$ cat config.mk
export PLATFORM = sky130hd
export DESIGN_NAME = cmr_core_regs
export DESIGN_NICKNAME = d
export VERILOG_FILES = /design/src/common/cmr_pkg.sv /design/src/cmr_core_regs.sv
export VERILOG_INCLUDE_DIRS = /design/src /design/src/common
export SDC_FILE = /design/constraint.sdc
export NUM_CORES = 1
export LEC_CHECK = 0
export BUFFER_PORTS_ARGS = -buffer_cell sky130_fd_sc_hd__buf_2
export CAP_MARGIN = 20
export CORE_MARGIN = 5
export CORE_UTILIZATION = 55
export DETAILED_ROUTE_END_ITERATION = 7
export PLACE_DENSITY = 0.87
export RECOVER_POWER = 50
export SKIP_CTS_REPAIR_TIMING = 1
export SLEW_MARGIN = 5
export SYNTH_ARGS = -nofsm -noshare
export SYNTH_HDL_FRONTEND = slang
export SYNTH_SLANG_ARGS = --single-unit
$ cat constraint.sdc
create_clock -name i_clock -period 4.8 [get_ports i_clock]
set_input_delay 0.48 -clock i_clock [delete_from_list [all_inputs] [get_ports i_clock]]
set_output_delay 0.48 -clock i_clock [all_outputs]
set_load 0.01 [all_outputs]
$ cat src/common/cmr_cfg.svh
`ifndef CMR_CFG_SVH
`define CMR_CFG_SVH

// address map, 20-bit byte addresses
`define CMR_VEC_LO        20'h00000
`define CMR_VEC_HI        20'h0007f
`define CMR_TABLE_CALL_INSTRUCTION_LO      20'h00080
`define CMR_TABLE_CALL_INSTRUCTION_HI      20'h000bf
`define CMR_OPT_LO        20'h000c0
`define CMR_OPT_HI        20'h000c3
`define CMR_SID0_LO       20'h000c4
`define CMR_SID0_HI       20'h000cd
`define CMR_SID1_LO       20'h010c4
`define CMR_SID1_HI       20'h010cd
`define CMR_MIR_LO        20'hf8000
`define CMR_SFR2_LO       20'hf0000
`define CMR_SFR2_HI       20'hf07ff
`define CMR_RAM_HI        20'hffedf
`define CMR_RAM_LO_128    20'hffe60
`define CMR_RAM_LO_256    20'hffde0
`define CMR_RAM_LO_512    20'hffce0
`define CMR_GPR_LO        20'hffef8
`define CMR_GPR_HI        20'hffeff
`define CMR_SFR_LO        20'hfff00
`define CMR_FLASH_1K_HI   20'h003ff
`define CMR_FLASH_2K_HI   20'h007ff
`define CMR_FLASH_4K_HI   20'h00fff

// register port offsets (word index)
`define CMR_OFS_PSW       4'h0
`define CMR_OFS_SPL       4'h1
`define CMR_OFS_SPH       4'h2
`define CMR_OFS_PMC       4'h3
`define CMR_OFS_ES        4'h4
`define CMR_OFS_CS        4'h5
`define CMR_OFS_PC0       4'h6
`define CMR_OFS_PC1       4'h7
`define CMR_OFS_PC2       4'h8
`define CMR_OFS_GPR0      4'h9
`define CMR_OFS_PSIZE     4'hd

// reset values
`define CMR_PSW_RST       8'h06
`define CMR_ES_RST        4'hf
`define CMR_CS_RST        4'h0
`define CMR_PMC_RST       2'h0

// status word bit positions
`define CMR_PSW_IE        7
`define CMR_PSW_Z         6
`define CMR_PSW_RBS1      5
`define CMR_PSW_AC        4
`define CMR_PSW_RBS0      3
`define CMR_PSW_IN_SERVICE_LEVEL_HIGH      2
`define CMR_PSW_IN_SERVICE_LEVEL_LOW      1
`define CMR_PSW_CY        0

`endif

$ cat src/common/cmr_pkg.sv
package cmr_pkg;

  // decoded area of a 20-bit address
  typedef enum logic [10:0] {
    CMR_AREA_NONE  = 11'b000_0000_0001,
    CMR_AREA_VEC   = 11'b000_0000_0010,
    CMR_AREA_TABLE_CALL_INSTRUCTION = 11'b000_0000_0100,
    CMR_AREA_OPT   = 11'b000_0000_1000,
    CMR_AREA_SID   = 11'b000_0001_0000,
    CMR_AREA_CODE  = 11'b000_0010_0000,
    CMR_AREA_MIR   = 11'b000_0100_0000,
    CMR_AREA_SFR2  = 11'b000_1000_0000,
    CMR_AREA_RAM   = 11'b001_0000_0000,
    CMR_AREA_GPR   = 11'b010_0000_0000,
    CMR_AREA_SFR   = 11'b100_0000_0000
  } cmr_area_e;

  // core access request
  typedef struct packed {
    logic        valid;
    logic        fetch;
    logic        write;
    logic [19:0] addr;
  } cmr_acc_s;

  // access decode answer
  typedef struct packed {
    cmr_area_e   area;
    logic        allowed;
    logic        ext_byte;
    logic [19:0] phys;
  } cmr_dec_s;

  // sequencer commands
  typedef struct packed {
    logic        pc_step;
    logic [2:0]  pc_len;
    logic        pc_load;
    logic [19:0] pc_target;
    logic        vec_load;
    logic [15:0] vec_data;
    logic        sp_push;
    logic        sp_pop;
    logic        psw_push;
    logic        psw_pop;
    logic [7:0]  psw_pop_data;
    logic        di_op;
    logic        ei_op;
    logic        int_ack;
    logic        flag_upd;
    logic [16:0] alu_res;
    logic [7:0]  alu_a;
    logic [7:0]  alu_b;
    logic        alu_sub;
    logic        cy_upd;
    logic        cy_val;
    logic        gpr_we;
    logic [2:0]  gpr_sel;
    logic [7:0]  gpr_wdata;
  } cmr_cmd_s;

  // maskable request presented to the core
  typedef struct packed {
    logic       req;
    logic       masked;
    logic [1:0] prio;
  } cmr_irq_s;

  typedef struct packed {
    logic [7:0]  status_flags_word;
    logic [15:0] sp;
    logic [19:0] pc;
    logic [1:0]  processor_mode_control;
    logic [3:0]  es;
    logic [3:0]  cs;
    logic [7:0]  rdata;
    logic [63:0] gpr;
  } cmr_state_s;

endpackage : cmr_pkg

$ cat src/cmr_core_regs.sv
// The implementer's own choices: the address-and-strobe port and the placing of the registers.
`timescale 1ns/10ps
`include "cmr_cfg.svh"
module cmr_core_regs (
  input  wire logic            i_clock,
  input  wire logic            i_nrst,
  input  wire cmr_pkg::cmr_acc_s i_acc,
  output logic                 o_acc_ok,
  output cmr_pkg::cmr_area_e   o_acc_area,
  output logic                 o_acc_ext_byte,
  output logic [19:0]          o_acc_phys,
  output logic                 o_sp_in_ram,
  input  wire cmr_pkg::cmr_cmd_s i_cmd,
  input  wire cmr_pkg::cmr_irq_s i_irq,
  output logic                 o_irq_take,
  output logic [7:0]           o_psw_push_data,
  output logic [19:0]          o_stack_addr,
  output logic [19:0]          o_pc,
  output logic [15:0]          o_sp,
  output logic [7:0]           o_psw,
  output logic [3:0]           o_es,
  output logic [3:0]           o_cs,
  output logic [15:0]          o_accumulator_pair,
  input  wire logic [3:0]      i_reg_addr,
  input  wire logic [7:0]      i_reg_wdata,
  input  wire logic            i_reg_wr,
  input  wire logic            i_reg_rd,
  output logic [7:0]           o_reg_rdata,
  input  wire logic [1:0]      i_prod_size
);
  import cmr_pkg::*;

  cmr_state_s st_r;
  cmr_state_s st_nxt;
  cmr_dec_s   dec;
  logic [19:0] ram_lo;
  logic [19:0] mir_hi;
  logic [19:0] flash_hi;
  logic        vec_pend_r;
  logic [8:0]  nib;
  logic [7:0]  gpr_b [8];

  // product-size ram base and mode-selected flash top
  always_comb begin
    case (i_prod_size)
      2'h1:    ram_lo = `CMR_RAM_LO_256;
      2'h2:    ram_lo = `CMR_RAM_LO_512;
      default: ram_lo = `CMR_RAM_LO_128;
    endcase
    case (st_r.processor_mode_control)
      2'h1:    flash_hi = `CMR_FLASH_2K_HI;
      2'h2:    flash_hi = `CMR_FLASH_4K_HI;
      default: flash_hi = `CMR_FLASH_1K_HI;
    endcase
    mir_hi = `CMR_MIR_LO | flash_hi;
  end

  // address area decode and access permission
  always_comb begin
    dec.area     = CMR_AREA_NONE;
    dec.allowed  = 1'b0;
    dec.ext_byte = 1'b0;
    dec.phys     = i_acc.addr;
    if (i_acc.addr <= `CMR_VEC_HI) begin
      dec.area    = CMR_AREA_VEC;
      dec.allowed = !i_acc.write;
    end else if (i_acc.addr <= `CMR_TABLE_CALL_INSTRUCTION_HI) begin
      dec.area    = CMR_AREA_TABLE_CALL_INSTRUCTION;
      dec.allowed = !i_acc.write && !i_acc.fetch;
    end else if (i_acc.addr <= `CMR_OPT_HI) begin
      dec.area    = CMR_AREA_OPT;
      dec.allowed = !i_acc.write && !i_acc.fetch;
    end else if (i_acc.addr <= `CMR_SID0_HI) begin
      dec.area    = CMR_AREA_SID;
      dec.allowed = 1'b0;
    end else if (i_acc.addr >= `CMR_SID1_LO && i_acc.addr <= `CMR_SID1_HI) begin
      dec.area    = CMR_AREA_SID;
      dec.allowed = 1'b0;
    end else if (i_acc.addr <= flash_hi) begin
      dec.area    = CMR_AREA_CODE;
      dec.allowed = !i_acc.write;
    end else if (i_acc.addr >= `CMR_SFR2_LO && i_acc.addr <= `CMR_SFR2_HI) begin
      dec.area     = CMR_AREA_SFR2;
      dec.allowed  = !i_acc.fetch;
      dec.ext_byte = 1'b1;
    end else if (i_acc.addr >= `CMR_MIR_LO && i_acc.addr <= mir_hi) begin
      dec.area    = CMR_AREA_MIR;
      dec.allowed = !i_acc.write && !i_acc.fetch;
      dec.phys    = i_acc.addr & flash_hi;
    end else if (i_acc.addr >= ram_lo && i_acc.addr <= `CMR_RAM_HI) begin
      dec.area    = CMR_AREA_RAM;
      dec.allowed = 1'b1;
    end else if (i_acc.addr >= `CMR_GPR_LO && i_acc.addr <= `CMR_GPR_HI) begin
      dec.area    = CMR_AREA_GPR;
      dec.allowed = !i_acc.fetch;
    end else if (i_acc.addr >= `CMR_SFR_LO) begin
      dec.area    = CMR_AREA_SFR;
      dec.allowed = !i_acc.fetch;
    end
  end

  assign o_acc_ok       = i_acc.valid && dec.allowed;
  assign o_acc_area     = dec.area;
  assign o_acc_ext_byte = dec.ext_byte;
  assign o_acc_phys     = dec.phys;

  // stack window check against ram only, never the register bank
  assign o_sp_in_ram = ({4'hf, st_r.sp} >= ram_lo) && ({4'hf, st_r.sp} <= `CMR_RAM_HI);

  // maskable acceptance: enable, mask, level (lower value is higher priority)
  always_comb begin
    o_irq_take = 1'b0;
    if (st_r.status_flags_word[`CMR_PSW_IE] && i_irq.req && !i_irq.masked) begin
      if (i_irq.prio < {st_r.status_flags_word[`CMR_PSW_IN_SERVICE_LEVEL_HIGH], st_r.status_flags_word[`CMR_PSW_IN_SERVICE_LEVEL_LOW]}) begin
        o_irq_take = 1'b1;
      end
    end
  end

  // nibble sum or difference for the auxiliary carry
  assign nib = i_cmd.alu_sub ? {5'h00, i_cmd.alu_a[3:0]} - {5'h00, i_cmd.alu_b[3:0]}
                             : {5'h00, i_cmd.alu_a[3:0]} + {5'h00, i_cmd.alu_b[3:0]};

  // next-state logic
  always_comb begin
    st_nxt = st_r;
    // counter: vector load after reset, branch load, else step
    if (vec_pend_r && i_cmd.vec_load) begin
      st_nxt.pc = {4'h0, i_cmd.vec_data};
    end else if (i_cmd.pc_load) begin
      st_nxt.pc = i_cmd.pc_target;
    end else if (i_cmd.pc_step) begin
      st_nxt.pc = st_r.pc + {17'h00000, i_cmd.pc_len};
    end
    // stack pointer: pre-decrement on write, post-increment on read
    if (i_cmd.sp_push || i_cmd.psw_push || i_cmd.int_ack) begin
      st_nxt.sp = st_r.sp - 16'h0001;
    end else if (i_cmd.sp_pop || i_cmd.psw_pop) begin
      st_nxt.sp = st_r.sp + 16'h0001;
    end
    // flags from the alu result
    if (i_cmd.flag_upd) begin
      st_nxt.status_flags_word[`CMR_PSW_Z]  = (i_cmd.alu_res[15:0] == 16'h0000);
      st_nxt.status_flags_word[`CMR_PSW_AC] = nib[4];
    end
    if (i_cmd.cy_upd) begin
      st_nxt.status_flags_word[`CMR_PSW_CY] = i_cmd.cy_val;
    end else if (i_cmd.flag_upd) begin
      st_nxt.status_flags_word[`CMR_PSW_CY] = i_cmd.alu_res[16];
    end
    // status restore, then enable changes
    if (i_cmd.psw_pop) begin
      st_nxt.status_flags_word = i_cmd.psw_pop_data;
    end
    if (i_cmd.int_ack || i_cmd.di_op) begin
      st_nxt.status_flags_word[`CMR_PSW_IE] = 1'b0;
    end else if (i_cmd.ei_op) begin
      st_nxt.status_flags_word[`CMR_PSW_IE] = 1'b1;
    end
    // register bank write from the core
    if (i_cmd.gpr_we) begin
      st_nxt.gpr[{i_cmd.gpr_sel, 3'h0} +: 8] = i_cmd.gpr_wdata;
    end
    // software register port writes take last word
    if (i_reg_wr) begin
      if (i_reg_addr == `CMR_OFS_PSW) begin
        st_nxt.status_flags_word = i_reg_wdata;
      end else if (i_reg_addr == `CMR_OFS_SPL) begin
        st_nxt.sp[7:0] = i_reg_wdata;
      end else if (i_reg_addr == `CMR_OFS_SPH) begin
        st_nxt.sp[15:8] = i_reg_wdata;
      end else if (i_reg_addr == `CMR_OFS_PMC) begin
        st_nxt.processor_mode_control = i_reg_wdata[1:0];
      end else if (i_reg_addr == `CMR_OFS_ES) begin
        st_nxt.es = i_reg_wdata[3:0];
      end else if (i_reg_addr == `CMR_OFS_CS) begin
        st_nxt.cs = i_reg_wdata[3:0];
      end
    end
    // read data, valid in the following cycle
    st_nxt.rdata = 8'h00;
    if (i_reg_rd) begin
      if (i_reg_addr == `CMR_OFS_PSW) begin
        st_nxt.rdata = st_r.status_flags_word;
      end else if (i_reg_addr == `CMR_OFS_SPL) begin
        st_nxt.rdata = st_r.sp[7:0];
      end else if (i_reg_addr == `CMR_OFS_SPH) begin
        st_nxt.rdata = st_r.sp[15:8];
      end else if (i_reg_addr == `CMR_OFS_PMC) begin
        st_nxt.rdata = {6'h00, st_r.processor_mode_control};
      end else if (i_reg_addr == `CMR_OFS_ES) begin
        st_nxt.rdata = {4'h0, st_r.es};
      end else if (i_reg_addr == `CMR_OFS_CS) begin
        st_nxt.rdata = {4'h0, st_r.cs};
      end else if (i_reg_addr == `CMR_OFS_PC0) begin
        st_nxt.rdata = st_r.pc[7:0];
      end else if (i_reg_addr == `CMR_OFS_PC1) begin
        st_nxt.rdata = st_r.pc[15:8];
      end else if (i_reg_addr == `CMR_OFS_PC2) begin
        st_nxt.rdata = {4'h0, st_r.pc[19:16]};
      end else if (i_reg_addr >= `CMR_OFS_GPR0 && i_reg_addr < `CMR_OFS_PSIZE) begin
        st_nxt.rdata = gpr_b[3'(i_reg_addr - `CMR_OFS_GPR0) + 3'h1]; // offset 9 is bank byte 1
      end
    end
  end

  // per-register byte view of the bank
  for (genvar g = 0; g < 8; g++) begin : g_gpr
    assign gpr_b[g] = st_r.gpr[g*8 +: 8];
  end

  // state register; stack pointer left at zero only as a lint-safe constant
  always_ff @(posedge i_clock or negedge i_nrst) begin
    if (!i_nrst) begin
      st_r.status_flags_word   <= `CMR_PSW_RST;
      st_r.sp    <= 16'h0000;
      st_r.pc    <= 20'h00000;
      st_r.processor_mode_control   <= `CMR_PMC_RST;
      st_r.es    <= `CMR_ES_RST;
      st_r.cs    <= `CMR_CS_RST;
      st_r.rdata <= 8'h00;
      st_r.gpr   <= 64'h0;
      vec_pend_r <= 1'b1;
    end else begin
      st_r <= st_nxt;
      if (i_cmd.vec_load) begin
        vec_pend_r <= 1'b0;
      end
    end
  end

  // outputs
  assign o_psw_push_data    = st_r.status_flags_word;
  assign o_stack_addr       = {4'hf, st_r.sp - 16'h0001};
  assign o_pc               = st_r.pc;
  assign o_sp               = st_r.sp;
  assign o_psw              = st_r.status_flags_word;
  assign o_es               = st_r.es;
  assign o_cs               = st_r.cs;
  assign o_accumulator_pair = {gpr_b[1], gpr_b[0]};
  assign o_reg_rdata        = st_r.rdata;

endmodule : cmr_core_regs

==> flow_summary.yaml <==
sta:
  whs_ps: 272
  maxSlewHeadroom_pct: -121
  fin_skew_ps: 8.08
  worst_slack_ps: 1390
  max_clock_freq_ghz: 0.293
  hold_viol: 0
  layout_min_cycle_time_ps: 3410
  setup-tns-final_ps: 0
  finalSetupViolCount: 0
  slew_violations: 66
  grt_setup_unrepaired: "false"
  timing.final.crit_share_pct: 71.1
  worstMarginPinSlew_ps: 3320
detailed_routing:
  drt-initial-drc-count: 527
  routed_wirelength_mm: 24.6
  postRouteAntennaNets: 0
  wl_per_cell_microns: 19.3
  firstDrtPassIters: 5
  vias: 7631
  drc_errors: 0
  via_per_inst: 5.98
floorplan:
  ios: 290
  rows: 44
  die_w_microns: 131
  start_util_pct: 55.9
  coreArea_sq_um: 14500
  dieHeight_microns: 131
  die_area_sq_um: 17200
power:
  p_comb_share_pct: 36.1
  power.share.clock_pct: 22.6
  switchingPower_mw: 1.33
  vdd_drop_max_v: 0.000318
  p_int_mw: 2.05
  swShare_pct: 39.4
  p_seq_share_pct: 41.3
  p_leak_nw: 4.09
  total_power_mw: 3.39
  powerDensity_nw_per_um2: 376
clocking:
  cts.path.max_buffers: 2
  h-tree-depth: 3
  clk_latency_ps: 350
  cts_made_buffers: 9
  cts_tree: "done"
  cts_root_buffer: "clkbuf_16"
  cts_sinks: 103
  clkTransAtPathRegs_ps: 70
synth:
  synth_enable_flop_cells: 0
  syn-cell-area_sq_um: 8090
  syn-instance-count: 942
  syn_avg_cell_area_sq_um: 8.59
  yosysSeqAreaShare_pct: 32.0
  synthDistinctLibCells: 83
  synthFlopType: "dfrtp_1"
  synth.largest_area_cell: "dfrtp_1"
  yosysWarnings: 0
  ys_ff_latch: 103
  async_flop_share_pct: 100
  synth_top_area_share_pct: 29.7
  synth_area_leaders: "dfrtp_1 30%, buf_4 9.4%, mux2_2 6.8%"
min_path:
  min_from: "i_cmd[80]"
  min_path_type: "input pin to register"
worst_setup_path:
  cp-endpoint: "o_acc_phys[11]"
  critPathKind: "register to primary output"
  cp_max_fo: 8
  r2r_slack_ps: 2170
  cp-start-kind: "register"
  r2r_start: "o_sp[0]"
  timing.rr.end: "o_sp[14]"
  arrival_ps: 2930
  critPathLaunch: "st_r[81]"
  rr_worst_depth: 7
  critPathCaptureType: "primary output"
  crit_required_ps: 4320
grt:
  grt_max_degree: 66
  gr-usage-all-layers_pct: 27.1
  antenna_found_initial: 2
  grt_pass1_vias: 7326
  grt_pass1_wl_mm: 38.9
  grt_remaining_overflow: 0
cells_and_area:
  fin_cells: 1276
  finish.net_count: 1263
  synthToLayoutAreaGrowth_pct: 11.3
  final_common_cell: "buf_2"
  final_cell_mix: "211 x buf_2, 96 x dfrtp_1, 81 x nand2_1, 66 x clkbuf_1, 63 x o21ai_0"
  drive_above_1_share_pct: 27.7
place:
  place_congestion: 0.939
  dp.cells: 1259
  io_buffers: 277
  place.detailed.hpwl_mm: 19.2
  place_ws_ps: 1810
run_status:
  violations: "capacitance limit, slew limit"
  status: "finished, violations left"
flow_run:
  maxCapViolations: 1
critical path, cell delays in order, from the launching register on:
cell and delay [ps]:
dfrtp_1 420, ha_1 320, inv_1 50, ha_1 260, nand3b_1 160, nor4_1 540, o211ai_1 350, mux2_2 350
buf_2 140
metrics by stage:
stage | area, sq um | utilization [%]
finish | 9000 | 62.2
global route | 9000 | 62.2
CTS | 9080 | 62.7
detailed placement | 8770 | 60.6
global placement | 8770 | 60.6
floorplan | 8100 | -
state kept, by name, indices dropped and copies added, names as in the netlist:
| register | flops |
|---|---|
| o_sp | 16 |
| o_cs | 4 |
| gpr_b | 24 |
| o_reg_rdata | 8 |
| o_pc | 20 |
| o_psw | 8 |
| o_es | 4 |
| vec_pend_r | 1 |
| o_accumulator_pair | 16 |
| st_r | 2 |
power groups by stage:
| stage | registers [mW] | logic, mW | clock network [mW] |
|---|---|---|---|
| final | 1.40 | 1.22 | 0.764 |
| after global routing | 1.43 | 1.34 | 0.809 |
| after CTS | 1.39 | 1.24 | 0.770 |
| after detailed placement | 1.40 | 1.24 | 0 |
| after global placement | 1.39 | 1.20 | 0 |
| after floorplan | 1.20 | 1.11 | 0 |
per-layer routing:
layer,vias up,GRT usage (%),wire [microns]
li1,3584,-,-
met1,3565,32.7,9440
met2,400,45.8,11800
met3,80,7.11,2210
met4,2,11.6,1080
met5,-,0,7
cell usage after synthesis (3+ instances only):
cell type / count
a211oi_1: 4
a21boi_0: 3
a21o_1: 7
a21oi_1: 46
a221oi_1: 11
a2bb2oi_1: 3
a31oi_1: 10
and2_1: 7
and3_1: 12
and4_1: 3
buf_1: 3
buf_2: 7
buf_4: 101
clkbuf_1: 35
dfrtp_1: 96
dfstp_2: 7
ha_1: 25
inv_1: 36
mux2_2: 49
mux2i_1: 19
nand2_1: 81
nand2b_1: 14
nand3_1: 24
nand4_1: 17
nor2_1: 57
nor2b_1: 10
nor3_1: 29
nor3b_1: 5
nor4_1: 16
o211a_1: 3
o211ai_1: 9
o21a_1: 5
o21ai_0: 63
o21ai_1: 4
o22ai_1: 8
o31ai_1: 5
o32ai_1: 5
or2_2: 3
or3_1: 7
or4_1: 4
xnor2_1: 24
xor2_1: 11
cell type report:
class / instances / area [sq um]
clock inverters: 6 / 72.6
flip-flops and latches: 103 / 2590
clock buffers: 10 / 239
repair buffers: 279 / 1320
well taps: 184 / 230
fillers: 1286 / 5480
multi-input cells: 655 / 4410
inverters: 38 / 143
diodes: 1 / 2.50
cell families (layout without fill, tap and decap cells):
kind of cell	after synthesis	after routing	share of synthesized area [%]
XOR/XNOR	35	35	3.79
AND/OR/NAND/NOR	307	307	20.0
AO/OA/AOI/OAI	215	215	17.2
buffers and inverters	187	333	13.7
adder cells (fa/ha/maj)	26	26	4.12
multiplexers	68	68	9.17
flip-flops	103	103	32.0
other	1	5	0.0464
how the worst min path moves through the flow:
stage | end | cells after the start | slack [ps]
3_3_place_gp | vec_pend_r | 1 | 480
2_1_floorplan | gpr_b[24] | 0 | 180
6_report | vec_pend_r | 2 | 270
5_1_grt | vec_pend_r | 2 | 270
3_5_place_dp | vec_pend_r | 1 | 480
4_1_cts | o_pc[18] | 1 | 240
No activity file was read; power rests on OpenSTA's default activity.
